**src/hdr_pkg.sv**
```systemverilog
// Constants and types shared by the HDLC data link receiver files
package hdr_pkg;
  localparam int HDR_FIFO_DEPTH = 128;
  localparam int HDR_ENTRY_W = 13;
  localparam int HDR_ADR_W = 8;
  localparam logic [7:0] HDR_FLAG = 8'h7e;
  localparam logic [7:0] HDR_BCAST = 8'hff;
  localparam logic [7:0] HDR_SAPI_MASK = 8'hfc;
  localparam logic [15:0] HDR_CRC_INIT = 16'hffff;
  localparam logic [15:0] HDR_CRC_POLY = 16'h8408;
  localparam logic [15:0] HDR_CRC_GOOD = 16'hf0b8;
  localparam logic [2:0] HDR_ONES_STUFF = 3'h5;
  localparam logic [2:0] HDR_ONES_PRE_ABORT = 3'h6;
  localparam logic [2:0] HDR_ONES_MAX = 3'h7;
  localparam logic [3:0] HDR_BITS_BYTE = 4'h8;
  localparam logic [3:0] HDR_BITS_LAST = 4'h7;
  // Register byte offsets
  localparam logic [7:0] HDR_OFF_CTRL = 8'h00;
  localparam logic [7:0] HDR_OFF_ADDR = 8'h04;
  localparam logic [7:0] HDR_OFF_THRESH = 8'h08;
  localparam logic [7:0] HDR_OFF_STATUS = 8'h0c;
  localparam logic [7:0] HDR_OFF_DATA = 8'h10;
  localparam logic [7:0] HDR_OFF_INT_STAT = 8'h14;
  localparam logic [7:0] HDR_OFF_INT_MASK = 8'h18;
  // Control fields
  localparam int HDR_CTRL_EN = 0;
  localparam int HDR_CTRL_AM_EN = 1;
  localparam int HDR_CTRL_SAPI = 2;
  localparam int HDR_CTRL_SRC_LO = 3;
  localparam logic [4:0] HDR_CTRL_RST = 5'h00;
  localparam logic [7:0] HDR_ADDR_RST = 8'h00;
  localparam logic [7:0] HDR_THR_RST = 8'h40;
  // FIFO entry tag positions above the data byte
  localparam int HDR_TAG_ABORT = 8;
  localparam int HDR_TAG_FIRST = 9;
  localparam int HDR_TAG_EOM = 10;
  localparam int HDR_TAG_FCSOK = 11;
  localparam int HDR_TAG_NONINT = 12;
  // Interrupt status and mask positions
  localparam int HDR_INT_W = 4;
  localparam int HDR_INT_THR = 0;
  localparam int HDR_INT_EOM = 1;
  localparam int HDR_INT_ABT = 2;
  localparam int HDR_INT_OVR = 3;
  // Status register positions
  localparam int HDR_ST_EMPTY = 0;
  localparam int HDR_ST_OVR = 1;
  localparam int HDR_ST_IRQ = 2;
  localparam int HDR_ST_WFIRST = 3;
  localparam int HDR_ST_WEOM = 4;
  localparam int HDR_ST_TAG_LO = 5;

  typedef enum logic [1:0] {HDR_SRC_FDL, HDR_SRC_SA, HDR_SRC_TS,
                            HDR_SRC_OFF} hdr_src_t;
  typedef enum logic [1:0] {HDR_HUNT, HDR_IDLE, HDR_DATA} hdr_state_t;
endpackage

```
**src/hdr_fifo.sv**
```systemverilog
// Flip-flop FIFO holding received bytes with their tags
`timescale 1ns/1ps
`default_nettype none
module hdr_fifo
  import hdr_pkg::*;
#(
  parameter int WIDTH = HDR_ENTRY_W,
  parameter int DEPTH = HDR_FIFO_DEPTH,
  localparam int AW = $clog2(DEPTH)
) (
  input wire logic clk,
  input wire logic rst_n,
  input wire logic clr,
  input wire logic wr_valid,
  output logic wr_ready,
  input wire logic [WIDTH-1:0] wr_data,
  output logic rd_valid,
  input wire logic rd_ready,
  output logic [WIDTH-1:0] rd_data,
  output logic [AW:0] level
);
  typedef struct packed {
    logic [DEPTH-1:0][WIDTH-1:0] mem;
    logic [AW-1:0] wp;
    logic [AW-1:0] rp;
    logic [AW:0] cnt;
  } hdr_fifo_st_t;

  hdr_fifo_st_t r;
  hdr_fifo_st_t n;
  logic do_wr;
  logic do_rd;

  assign wr_ready = r.cnt != (AW+1)'(DEPTH);
  assign rd_valid = r.cnt != '0;
  assign rd_data = r.mem[r.rp];
  assign level = r.cnt;

  always_comb begin
    n = r;
    do_wr = wr_valid && wr_ready;
    do_rd = rd_valid && rd_ready;
    if (clr) begin
      n.wp = '0;
      n.rp = '0;
      n.cnt = '0;
    end else begin
      if (do_wr) begin
        n.mem[r.wp] = wr_data;
        n.wp = (r.wp == AW'(DEPTH-1)) ? '0 : r.wp + 1'b1;
      end
      if (do_rd) begin
        n.rp = (r.rp == AW'(DEPTH-1)) ? '0 : r.rp + 1'b1;
      end
      if (do_wr && !do_rd) begin
        n.cnt = r.cnt + 1'b1;
      end else if (!do_wr && do_rd) begin
        n.cnt = r.cnt - 1'b1;
      end
    end
  end

  always_ff @(posedge clk or negedge rst_n) begin
    if (!rst_n) begin
      r <= '0;
    end else begin
      r <= n;
    end
  end
endmodule
`default_nettype wire

```
**src/hdr_hdlc_receiver_unit.sv**
```systemverilog
// HDLC data link receiver with Wishbone registers and receive FIFO
//
// The register offsets and the Wishbone slave port were left to the implementer.
`timescale 1ns/1ps
`default_nettype none
module hdr_hdlc_receiver_unit
  import hdr_pkg::*;
#(
  parameter int FIFO_DEPTH = HDR_FIFO_DEPTH,
  localparam int LW = $clog2(FIFO_DEPTH) + 1
) (
  input wire logic core_clk,
  input wire logic rst_n,
  input wire logic fdl_bit,
  input wire logic fdl_bit_en,
  input wire logic sa_bit,
  input wire logic sa_bit_en,
  input wire logic ts_bit,
  input wire logic ts_bit_en,
  input wire logic wb_cyc_i,
  input wire logic wb_stb_i,
  input wire logic wb_we_i,
  input wire logic [HDR_ADR_W-1:0] wb_adr_i,
  input wire logic [3:0] wb_sel_i,
  input wire logic [31:0] wb_dat_i,
  output logic [31:0] wb_dat_o,
  output logic wb_ack_o,
  output logic irq
);
  typedef struct packed {
    hdr_state_t state;
    logic [2:0] ones;
    logic [7:0] raw;
    logic [7:0] sh;
    logic [3:0] cnt;
    logic [7:0] pend;
    logic pend_first;
    logic store;
    logic [15:0] crc;
    logic [4:0] ctrl;
    logic [7:0] addr1;
    logic [7:0] addr2;
    logic [7:0] thr;
    logic [HDR_INT_W-1:0] imask;
    logic [HDR_INT_W-1:0] istat;
    logic wr_first;
    logic wr_eom;
    logic [4:0] last_tag;
    logic ack;
    logic [31:0] dat;
  } hdr_st_t;

  hdr_st_t r;
  hdr_st_t n;
  logic rst_meta_reg;
  logic rst_sync_reg;
  logic rx_bit;
  logic rx_en;
  logic [7:0] raw_n;
  logic is_flag;
  logic is_abort;
  logic stuffed;
  logic fifo_wr;
  logic fifo_wready;
  logic [HDR_ENTRY_W-1:0] fifo_wd;
  logic fifo_rv;
  logic fifo_pop;
  logic [HDR_ENTRY_W-1:0] fifo_rd;
  logic [LW-1:0] fifo_level;
  logic acc;
  logic [7:0] adr;
  logic [31:0] wm;
  logic [31:0] st;

  function automatic logic [15:0] hdr_crc_byte(input logic [15:0] c,
                                               input logic [7:0] d);
    logic [15:0] x;
    x = c;
    for (int i = 0; i < 8; i++) begin
      x = (x[0] ^ d[i]) ? ((x >> 1) ^ HDR_CRC_POLY) : (x >> 1);
    end
    return x;
  endfunction

  function automatic logic hdr_addr_hit(input logic [7:0] a,
                                        input logic [7:0] b,
                                        input logic sapi);
    logic [7:0] m;
    m = sapi ? HDR_SAPI_MASK : HDR_BCAST;
    return (a & m) == (b & m);
  endfunction

  function automatic logic [31:0] hdr_merge(input logic [31:0] old,
                                            input logic [31:0] wd,
                                            input logic [3:0] sel);
    logic [31:0] x;
    x = old;
    for (int i = 0; i < 4; i++) begin
      if (sel[i]) begin
        x[8*i +: 8] = wd[8*i +: 8];
      end
    end
    return x;
  endfunction

  // Two-flop release of the asynchronous reset
  always_ff @(posedge core_clk or negedge rst_n) begin
    if (!rst_n) begin
      rst_meta_reg <= 1'b0;
      rst_sync_reg <= 1'b0;
    end else begin
      rst_meta_reg <= 1'b1;
      rst_sync_reg <= rst_meta_reg;
    end
  end

  hdr_fifo #(
    .WIDTH(HDR_ENTRY_W),
    .DEPTH(FIFO_DEPTH)
  ) u_fifo (
    .clk(core_clk),
    .rst_n(rst_sync_reg),
    .clr(!r.ctrl[HDR_CTRL_EN]),
    .wr_valid(fifo_wr),
    .wr_ready(fifo_wready),
    .wr_data(fifo_wd),
    .rd_valid(fifo_rv),
    .rd_ready(fifo_pop),
    .rd_data(fifo_rd),
    .level(fifo_level)
  );

  assign wb_ack_o = r.ack;
  assign wb_dat_o = r.dat;
  assign irq = |(r.istat & r.imask);
  assign acc = wb_cyc_i && wb_stb_i;
  assign adr = {wb_adr_i[7:2], 2'b00};

  always_comb begin
    n = r;
    fifo_wr = 1'b0;
    fifo_wd = '0;
    fifo_pop = 1'b0;
    rx_bit = 1'b0;
    rx_en = 1'b0;
    wm = hdr_merge(32'h0000_0000, wb_dat_i, wb_sel_i);
    case (hdr_src_t'(r.ctrl[HDR_CTRL_SRC_LO +: 2]))
      HDR_SRC_FDL: begin
        rx_bit = fdl_bit;
        rx_en = fdl_bit_en;
      end
      HDR_SRC_SA: begin
        rx_bit = sa_bit;
        rx_en = sa_bit_en;
      end
      HDR_SRC_TS: begin
        rx_bit = ts_bit;
        rx_en = ts_bit_en;
      end
      default: begin
        rx_en = 1'b0;
      end
    endcase
    rx_en = rx_en && r.ctrl[HDR_CTRL_EN];
    raw_n = {rx_bit, r.raw[7:1]};
    is_flag = raw_n == HDR_FLAG;
    is_abort = rx_bit && (r.ones == HDR_ONES_PRE_ABORT);
    stuffed = !rx_bit && (r.ones == HDR_ONES_STUFF);
    st = '0;
    st[HDR_ST_EMPTY] = !fifo_rv;
    st[HDR_ST_OVR] = r.istat[HDR_INT_OVR];
    st[HDR_ST_IRQ] = irq;
    st[HDR_ST_WFIRST] = r.wr_first;
    st[HDR_ST_WEOM] = r.wr_eom;
    st[HDR_ST_TAG_LO +: 5] = r.last_tag;

    // Bus slave: ack one cycle after the request, write at the ack edge;
    // read side effects act when the data is captured so none is lost
    n.ack = acc && !r.ack;
    if (acc && !r.ack) begin
      if (adr == HDR_OFF_CTRL) begin
        n.dat = {27'h0, r.ctrl};
      end else if (adr == HDR_OFF_ADDR) begin
        n.dat = {16'h0, r.addr2, r.addr1};
      end else if (adr == HDR_OFF_THRESH) begin
        n.dat = {24'h0, r.thr};
      end else if (adr == HDR_OFF_STATUS) begin
        n.dat = st;
        if (!wb_we_i) begin
          n.wr_first = 1'b0;
          n.wr_eom = 1'b0;
        end
      end else if (adr == HDR_OFF_DATA) begin
        n.dat = {24'h0, fifo_rv ? fifo_rd[7:0] : 8'h00};
        if (!wb_we_i && fifo_rv) begin
          fifo_pop = 1'b1;
          n.last_tag = fifo_rd[HDR_TAG_NONINT:HDR_TAG_ABORT];
        end
      end else if (adr == HDR_OFF_INT_STAT) begin
        n.dat = {28'h0, r.istat};
      end else if (adr == HDR_OFF_INT_MASK) begin
        n.dat = {28'h0, r.imask};
      end else begin
        n.dat = '0;
      end
    end
    if (acc && r.ack && wb_we_i) begin
      if (adr == HDR_OFF_CTRL) begin
        wm = hdr_merge({27'h0, r.ctrl}, wb_dat_i, wb_sel_i);
        n.ctrl = wm[4:0];
      end else if (adr == HDR_OFF_ADDR) begin
        wm = hdr_merge({16'h0, r.addr2, r.addr1}, wb_dat_i, wb_sel_i);
        {n.addr2, n.addr1} = wm[15:0];
      end else if (adr == HDR_OFF_THRESH) begin
        wm = hdr_merge({24'h0, r.thr}, wb_dat_i, wb_sel_i);
        n.thr = wm[7:0];
      end else if (adr == HDR_OFF_INT_STAT) begin
        n.istat = r.istat & ~wm[HDR_INT_W-1:0];
      end else if (adr == HDR_OFF_INT_MASK) begin
        wm = hdr_merge({28'h0, r.imask}, wb_dat_i, wb_sel_i);
        n.imask = wm[HDR_INT_W-1:0];
      end
    end

    // Serial receive: flag hunt, zero deletion, byte assembly
    if (rx_en) begin
      n.raw = raw_n;
      n.ones = !rx_bit ? 3'h0 :
               (r.ones == HDR_ONES_MAX) ? HDR_ONES_MAX : r.ones + 1'b1;
      case (r.state)
        HDR_HUNT: begin
          if (is_flag) begin
            n.state = HDR_IDLE;
            n.cnt = '0;
          end
        end
        HDR_IDLE: begin
          if (is_abort) begin
            n.state = HDR_HUNT;
          end else if (is_flag) begin
            n.cnt = '0;
          end else if (!stuffed) begin
            n.sh = {rx_bit, r.sh[7:1]};
            n.cnt = (r.cnt == HDR_BITS_BYTE) ? 4'h1 : r.cnt + 1'b1;
            if (r.cnt == HDR_BITS_LAST) begin
              n.state = HDR_DATA;
              n.pend = n.sh;
              n.pend_first = 1'b1;
              n.crc = HDR_CRC_INIT;
              n.store = !r.ctrl[HDR_CTRL_AM_EN] ||
                hdr_addr_hit(n.sh, r.addr1, r.ctrl[HDR_CTRL_SAPI]) ||
                hdr_addr_hit(n.sh, r.addr2, r.ctrl[HDR_CTRL_SAPI]) ||
                (n.sh == HDR_BCAST);
            end
          end
        end
        HDR_DATA: begin
          fifo_wd[7:0] = r.pend;
          fifo_wd[HDR_TAG_FIRST] = r.pend_first;
          if (is_abort) begin
            n.state = HDR_HUNT;
            fifo_wr = r.store;
            fifo_wd[HDR_TAG_ABORT] = 1'b1;
            n.istat[HDR_INT_ABT] = r.store;
          end else if (is_flag) begin
            n.state = HDR_IDLE;
            n.cnt = '0;
            fifo_wr = r.store;
            fifo_wd[HDR_TAG_EOM] = 1'b1;
            fifo_wd[HDR_TAG_FCSOK] =
              hdr_crc_byte(r.crc, r.pend) == HDR_CRC_GOOD;
            fifo_wd[HDR_TAG_NONINT] = r.cnt != HDR_BITS_LAST;
            if (r.store) begin
              n.istat[HDR_INT_EOM] = 1'b1;
            end
          end else if (!stuffed) begin
            n.sh = {rx_bit, r.sh[7:1]};
            n.cnt = (r.cnt == HDR_BITS_BYTE) ? 4'h1 : r.cnt + 1'b1;
            if (r.cnt == HDR_BITS_LAST) begin
              fifo_wr = r.store;
              n.crc = hdr_crc_byte(r.crc, r.pend);
              n.pend = n.sh;
              n.pend_first = 1'b0;
            end
          end
        end
        default: begin
          n.state = HDR_HUNT;
        end
      endcase
    end
    if (fifo_wr && !fifo_wready) begin
      n.istat[HDR_INT_OVR] = 1'b1;
    end
    if (fifo_wr && fifo_wready) begin
      n.wr_first = n.wr_first || fifo_wd[HDR_TAG_FIRST];
      n.wr_eom = n.wr_eom || fifo_wd[HDR_TAG_EOM];
    end
    if (r.thr != 8'h00 && fifo_level >= LW'(r.thr)) begin
      n.istat[HDR_INT_THR] = 1'b1;
    end
    if (!r.ctrl[HDR_CTRL_EN]) begin
      n.state = HDR_HUNT;
    end
  end

  always_ff @(posedge core_clk or negedge rst_sync_reg) begin
    if (!rst_sync_reg) begin
      r <= '0;
      r.state <= HDR_HUNT;
      r.ctrl <= HDR_CTRL_RST;
      r.addr1 <= HDR_ADDR_RST;
      r.addr2 <= HDR_ADDR_RST;
      r.thr <= HDR_THR_RST;
    end else begin
      r <= n;
    end
  end
endmodule
`default_nettype wire

```
**config.mk**
```make
export PLATFORM = sky130hd
export DESIGN_NAME = hdr_hdlc_receiver_unit
export DESIGN_NICKNAME = d
export VERILOG_FILES = /design/src/hdr_pkg.sv /design/src/hdr_fifo.sv /design/src/hdr_hdlc_receiver_unit.sv
export SDC_FILE = /design/constraint.sdc
export NUM_CORES = 2
export LEC_CHECK = 0
export ABC_CLOCK_PERIOD_IN_PS = 49000
export BUFFER_PORTS_ARGS = -buffer_cell sky130_fd_sc_hd__buf_2
export CAP_MARGIN = 0
export CORE_AREA = 3 3 387 389
export DETAILED_ROUTE_END_ITERATION = 8
export DIE_AREA = 0 0 390 392
export GPL_ROUTABILITY_DRIVEN = 0
export GPL_TIMING_DRIVEN = 0
export PLACE_DENSITY_LB_ADDON = 0.08
export SYNTH_ARGS = -nofsm -noshare
export SYNTH_HDL_FRONTEND = slang
export SYNTH_HIERARCHICAL = 1
export SYNTH_SLANG_ARGS = --single-unit
```
**constraint.sdc**
```tcl
create_clock -name core_clk -period 49 [get_ports core_clk]
set_clock_uncertainty 0.15 [all_clocks]
set_input_delay 0 -clock core_clk [delete_from_list [all_inputs] [get_ports core_clk]]
set_output_delay 0 -clock core_clk [all_outputs]
set_load 0.02 [all_outputs]
```
# ---- Yosys cells after proc, flatten, opt, wreduce, memory -nomap -nowiden
# Cells that the tools add are included.
dict set report totals {
  ramBits 0
  output_inout_bits 34
  memories 0
  latchBits 0
  reg_bits 1816
  word_cells 404
  inputBits 55
  mem_bits_ro 0
}
dict set report op_classes {
  eq_ne 48
  reduce_logical 54
  div_mod_pow 0
  mux 107
  addsub 6
  bitwise_logic 30
  shift 0
  order_cmp 4
  multipliers 0
}
# operator n
set op_table {}
lappend op_table {{bitwise mux 1664 bit} 1}
lappend op_table {{2-to-1 mux 16 bit} 13}
lappend op_table {{binary-select mux 13 bit (select 7 bit)} 1}
lappend op_table {{demux 13 bit (select 7 bit)} 1}
lappend op_table {{2-to-1 mux 38 bit} 2}
lappend op_table {{2-to-1 mux 7 bit} 8}
lappend op_table {{2-to-1 mux 13 bit} 4}
lappend op_table {{2-to-1 mux 26 bit} 2}
lappend op_table {{2-to-1 mux 51 bit} 1}
lappend op_table {{2-to-1 mux 4 bit} 12}
lappend op_table {{2-to-1 mux 8 bit} 6}
lappend op_table {{2-to-1 mux 21 bit} 2}
lappend op_table {{2-to-1 mux 32 bit} 1}
lappend op_table {{case mux 16 bit (2 select lines)} 1}
lappend op_table {{2-to-1 mux 2 bit} 13}
lappend op_table {{bitwise AND 8 bit} 3}
lappend op_table {{inverter 2 -> 3 bit} 8}
lappend op_table {{2-to-1 mux 22 bit} 1}
lappend op_table {{2-to-1 mux 1 bit} 21}
lappend op_table {{AND reduction 7 bit} 3}
lappend op_table {{2-to-1 mux 10 bit} 2}
lappend op_table {{== test 6 x 3 -> 1 bit (second input constant)} 3}
lappend op_table {{2-to-1 mux 9 bit} 2}
lappend op_table {{inequality test 2 x 1 -> 1 bit (second input constant)} 9}
lappend op_table {{53 further kinds} 129}

# ---- Logic depth before layout (Yosys ltp)
dict set report depth {
  word_depth 23
  ltp_mapped 17
  depth_no_buf 17
}

# ---- Cells and area by module
# Netlist, hierarchy kept.
# module instances seq_area_each_um2 cells_each area_each_um2
set modules_own_cells {}
lappend modules_own_cells {hdr_fifo 1 42190.5 4936 76778.6}
lappend modules_own_cells {hdr_hdlc_receiver_unit 1 2803.9 688 6429.9}

# ---- Least setup slack after synthesis
# No wires, ideal clock.
dict set report synth_path {
  kind {register to register}
  start {register r[76] (netlist name)}
  end {register u_fifo.r, in the netlist u_fifo/level[6]}
  setup_slack_ns 45.098
  n_path_buf 1
  setup_time_ns 0.087
  path_stages_with_launch 17
  arrival_time_ns 3.666
  period_less_slack_ns 3.902
  required_time_ns 48.763
  cell_sequence {dfrtp_1 -> buf_4 -> mux2i_2 -> o21ai_1 -> nor3_2 -> nor2_1 -> nor3_1 -> o31ai_1 -> inv_2 -> ha_1 -> inv_1 -> fa_1 -> a21o_1 -> a21oi_1 -> o21ai_0 -> a211o_1 -> o211ai_1}
}
# item line
set synth_rtl {}
lappend synth_rtl {{end signal, assigned} hdr_fifo.sv:67} ;# r <= n;
lappend synth_rtl {{end, declared} hdr_fifo.sv:29} ;# hdr_fifo_st_t r;

==> summary.md <==
| Metric | Value |
|---|---|
| Initial antenna violation count | 10 |
| Vias in the first global route | 52.7k |
| Vias/cell | 6.29 |
| Final min period | 5.65 ns |
| Max reg flops | 1,678 |
| WHS Path Cells | 4 |
| Hold Path Class | input pin to flop |
| Violated checks | max-capacitance violations, max-slew violations |
| Share of cells above drive strength 1 | 44.9% |
| WP data arrival | 6.23 ns |
| Startpoint Class | flop |
| Final Hold Fails | 0 |
| Worst Setup Path Type | flop to flop |
| Critical path data required time | 49.58 ns |
| Ys async rst share | 100% |
| R2R Path Start | r[75]$_DFFE_PN0P_ |
| CTS tree | yes |
| DR pass1 iterations | 5 |
| Max-cap violations | 1 |
| Drt first-iter violations | 3,879 |
| Area grow syn2layout | 12.9% |
| Hold path start | wb_dat_i[2] |
| Main flop type after synthesis | dfrtp_1 |
| Die Area | 153,000 um^2 |
| Cell area after synthesis | 83,200 um^2 |
| Status | finished with violations |
| Clock Path Buffers | 3 |
| Most common cell after layout, fill and taps aside | dfrtp_1 |
| HPWL Detailed | 164 mm |
| PwrDens | 31.8 nW/um^2 |
| Post-layout instance area | 93,900 um^2 |
| Slew @ Worst Pin | 1.50 ns |
| Clk pin slew, worst setup/hold paths | 0.06 ns |
| Synthesized area per cell | 14.8 um^2 |
| Port buffer count | 51 |
| Number of core rows | 141 |
| Overflow after GRT | 0 |
| Boundary Pins | 89 |
| Core Area | 147,000 um^2 |
| Post-DP Area | 86,900 um^2 |
| FMAX | 177 MHz |
| Fin crit share | 11.5% |
| Setup crit end kind | flop |
| Clock root cell | clkbuf_16 |
| Largest net degree at the start of global routing | 72 |
| Die Y | 392 um |
| Synth Register Bits | 1,798 |
| R2R depth | 18 |
| Peak supply drop | 0.0338 mV |
| Core Util, Final | 63.8% |
| Number of enable flip-flop cells after synthesis | 0 |
| First-pass GRT wire length | 342 mm |
| CTS sink count | 1,798 |
| Max-slew violations | 10 |
| RSZ-0062 raised after global routing | false |
| Setup Viol. Count Final | 0 |
| Fillers | 11.0k |
| DIE WIDTH | 390 um |
| GRT Total Usage | 30.2% |
| Setup Buffers After CTS | 0 |
| Distinct cells, synth | 79 |
| Slew margin rel. | -0.202% |
| Worst-path fanout max | 10 |
| DRC viols | 0 |
| Lkg Pwr | 44.9 nW |
| Seq/Total Area, Yosys | 54.1% |
| Fin Setup TNS | 0 ns |
| Largest Register | u_fifo/r |
| Via count | 50.8k |
| Most frequent cells in the layout | 1,796 x dfrtp_1, 1,696 x mux2_2, 390 x mux4_2 |
| Avg WL per Cell | 28.3 um |
| Final WL | 228 mm |
| Final nets | 6,070 |
| Post-DRT Antenna Nets | 0 |
| H-tree Lvls | 4 |
| Synth Instances | 5,624 |
| Initial Util | 56.6% |
| Ys Warns | 6 |
| Clock insertion delay at the later pin of the skew report | 0.81 ns |
| CP Launch Point | r[75]$_DFFE_PN0P_ |
| Clock buffer count from CTS | 186 |
-- power breakdown --
part	switching, mW	total [mW]	internal, mW
clock network	0.592	1.45	0.855
logic	0.0365	0.0511	0.0145
registers	0.00182	1.49	1.49
-- synthesized netlist by cell type (all sizes together) (3+ instances only) --
cell type	n	share of area, %
o22ai	27	0.20
nor2	54	0.25
o211ai	4	0.042
or2	3	0.023
xor2	14	0.15
o21ai	57	0.34
a32o	17	0.20
a211o	3	0.032
nand4	12	0.090
mux2i	90	1.1
nor3b	7	0.11
a22o	47	0.49
and3b	4	0.042
a221oi	40	0.42
buf	254	1.7
a211oi	5	0.045
clkbuf	309	1.4
mux4	390	11
a31oi	5	0.038
and3	15	0.11
dfrtp	1797	54
nor3	22	0.18
o32ai	13	0.14
o221ai	28	0.29
a21boi	28	0.25
o32a	13	0.16
or3	8	0.060
inv	36	0.16
and2	4	0.030
xnor2	33	0.36
a21o	9	0.081
o21a	3	0.027
nand3	39	0.23
a22oi	85	0.77
nor4	8	0.068
ha	27	0.41
mux2	1703	23
or4	3	0.027
nand2b	12	0.099
a21oi	61	0.37
nand3b	5	0.045
nand2	290	1.4
nor2b	11	0.083
o31ai	5	0.045
-- worst paths after layout --
| kind | end | slack, ns |
|---|---|---|
| setup / recovery | u_fifo/level[6]$_DFFE_PN0P_ | 43.35 |
| hold / removal | r[42]$_DFF_PN0_ | 0.09 |
| setup reg to reg | u_fifo/level[6]$_DFFE_PN0P_ | 43.35 |
| hold reg to reg | u_fifo/r[769]$_DFFE_PN0P_ | 0.18 |
| max in group asynchronous | u_fifo/r[1610]$_DFFE_PN0P_ | 45.79 |
| min in group asynchronous | u_fifo/r[769]$_DFFE_PN0P_ | 0.18 |
-- worst max-delay path: stages (launching register included) --
cell and delay, ns:
dfrtp_1 0.36, clkbuf_1 0.42, nand3b_1 0.12, o21ai_0 0.13, and2_1 0.15, dlygate4sd3_1 0.55, buf_2 0.23, nand2_1 0.17
nor3_1 0.86, o31ai_1 0.39, inv_2 0.24, ha_1 0.24, inv_1 0.17, fa_1 0.43, a21o_1 0.19, a21oi_1 0.22
o21ai_0 0.15, a211o_1 0.32, o211ai_1 0.09
-- cell type report --
type                    instances  area [um^2]  share of cell area [%]
flip-flops and latches       1798        45000                    47.9
multi-input cells            3242        35600                    37.8
clock buffers                 293         5620                    5.98
plain buffers                 563         2600                    2.77
well taps                    1930         2410                    2.57
repair buffers                160         1930                    2.06
clock inverters                44          673                   0.717
inverters                      36          135                   0.144
diodes                          1         2.50                 0.00266
-- kinds of logic after synthesis --
family | count (synthesis) | share of synthesized area [%]
buf+inv | 599 | 3.27
flops | 1798 | 54.1
simple gates | 503 | 2.90
fa+ha+maj | 28 | 0.430
xor+xnor | 47 | 0.504
compound gates | 464 | 4.12
mux | 2183 | 34.7
other cells | 2 | 0.00903
-- timing repair --
action,CTS,global route
endpoints found under the hold margin,96,0
resized for setup,0,0
hold buffers,75,0
-- metrics by stage --
stage / cells / hold slack [ns] / worst slack, ns / total power [mW]
2_1_floorplan: 5639 / -0.446 / 19.73 / 1.55
3_3_place_gp: 7620 / -0.365 / 8.53 / 1.56
3_5_place_dp: 7654 / -0.363 / 43.66 / 1.56
4_1_cts: 8066 / 0.0170 / 43.44 / 3.02
5_1_grt: 8066 / 0.0827 / 43.01 / 3.08
6_report: 8067 / 0.0851 / 43.35 / 2.99
-- routing by layer --
layer  up-vias  GRT usage [%]  wire length [um]  part of all wire, %
met4         0           12.2             10200                  4.5
met3       382           5.61             14200                  6.2
met1     27300           42.3             97500                   43
li1      21600              -                 -                    -
met2      1484           47.2            106000                   47
met5         -              0                 0                    0
No activity file was read; power rests on OpenSTA's default activity.
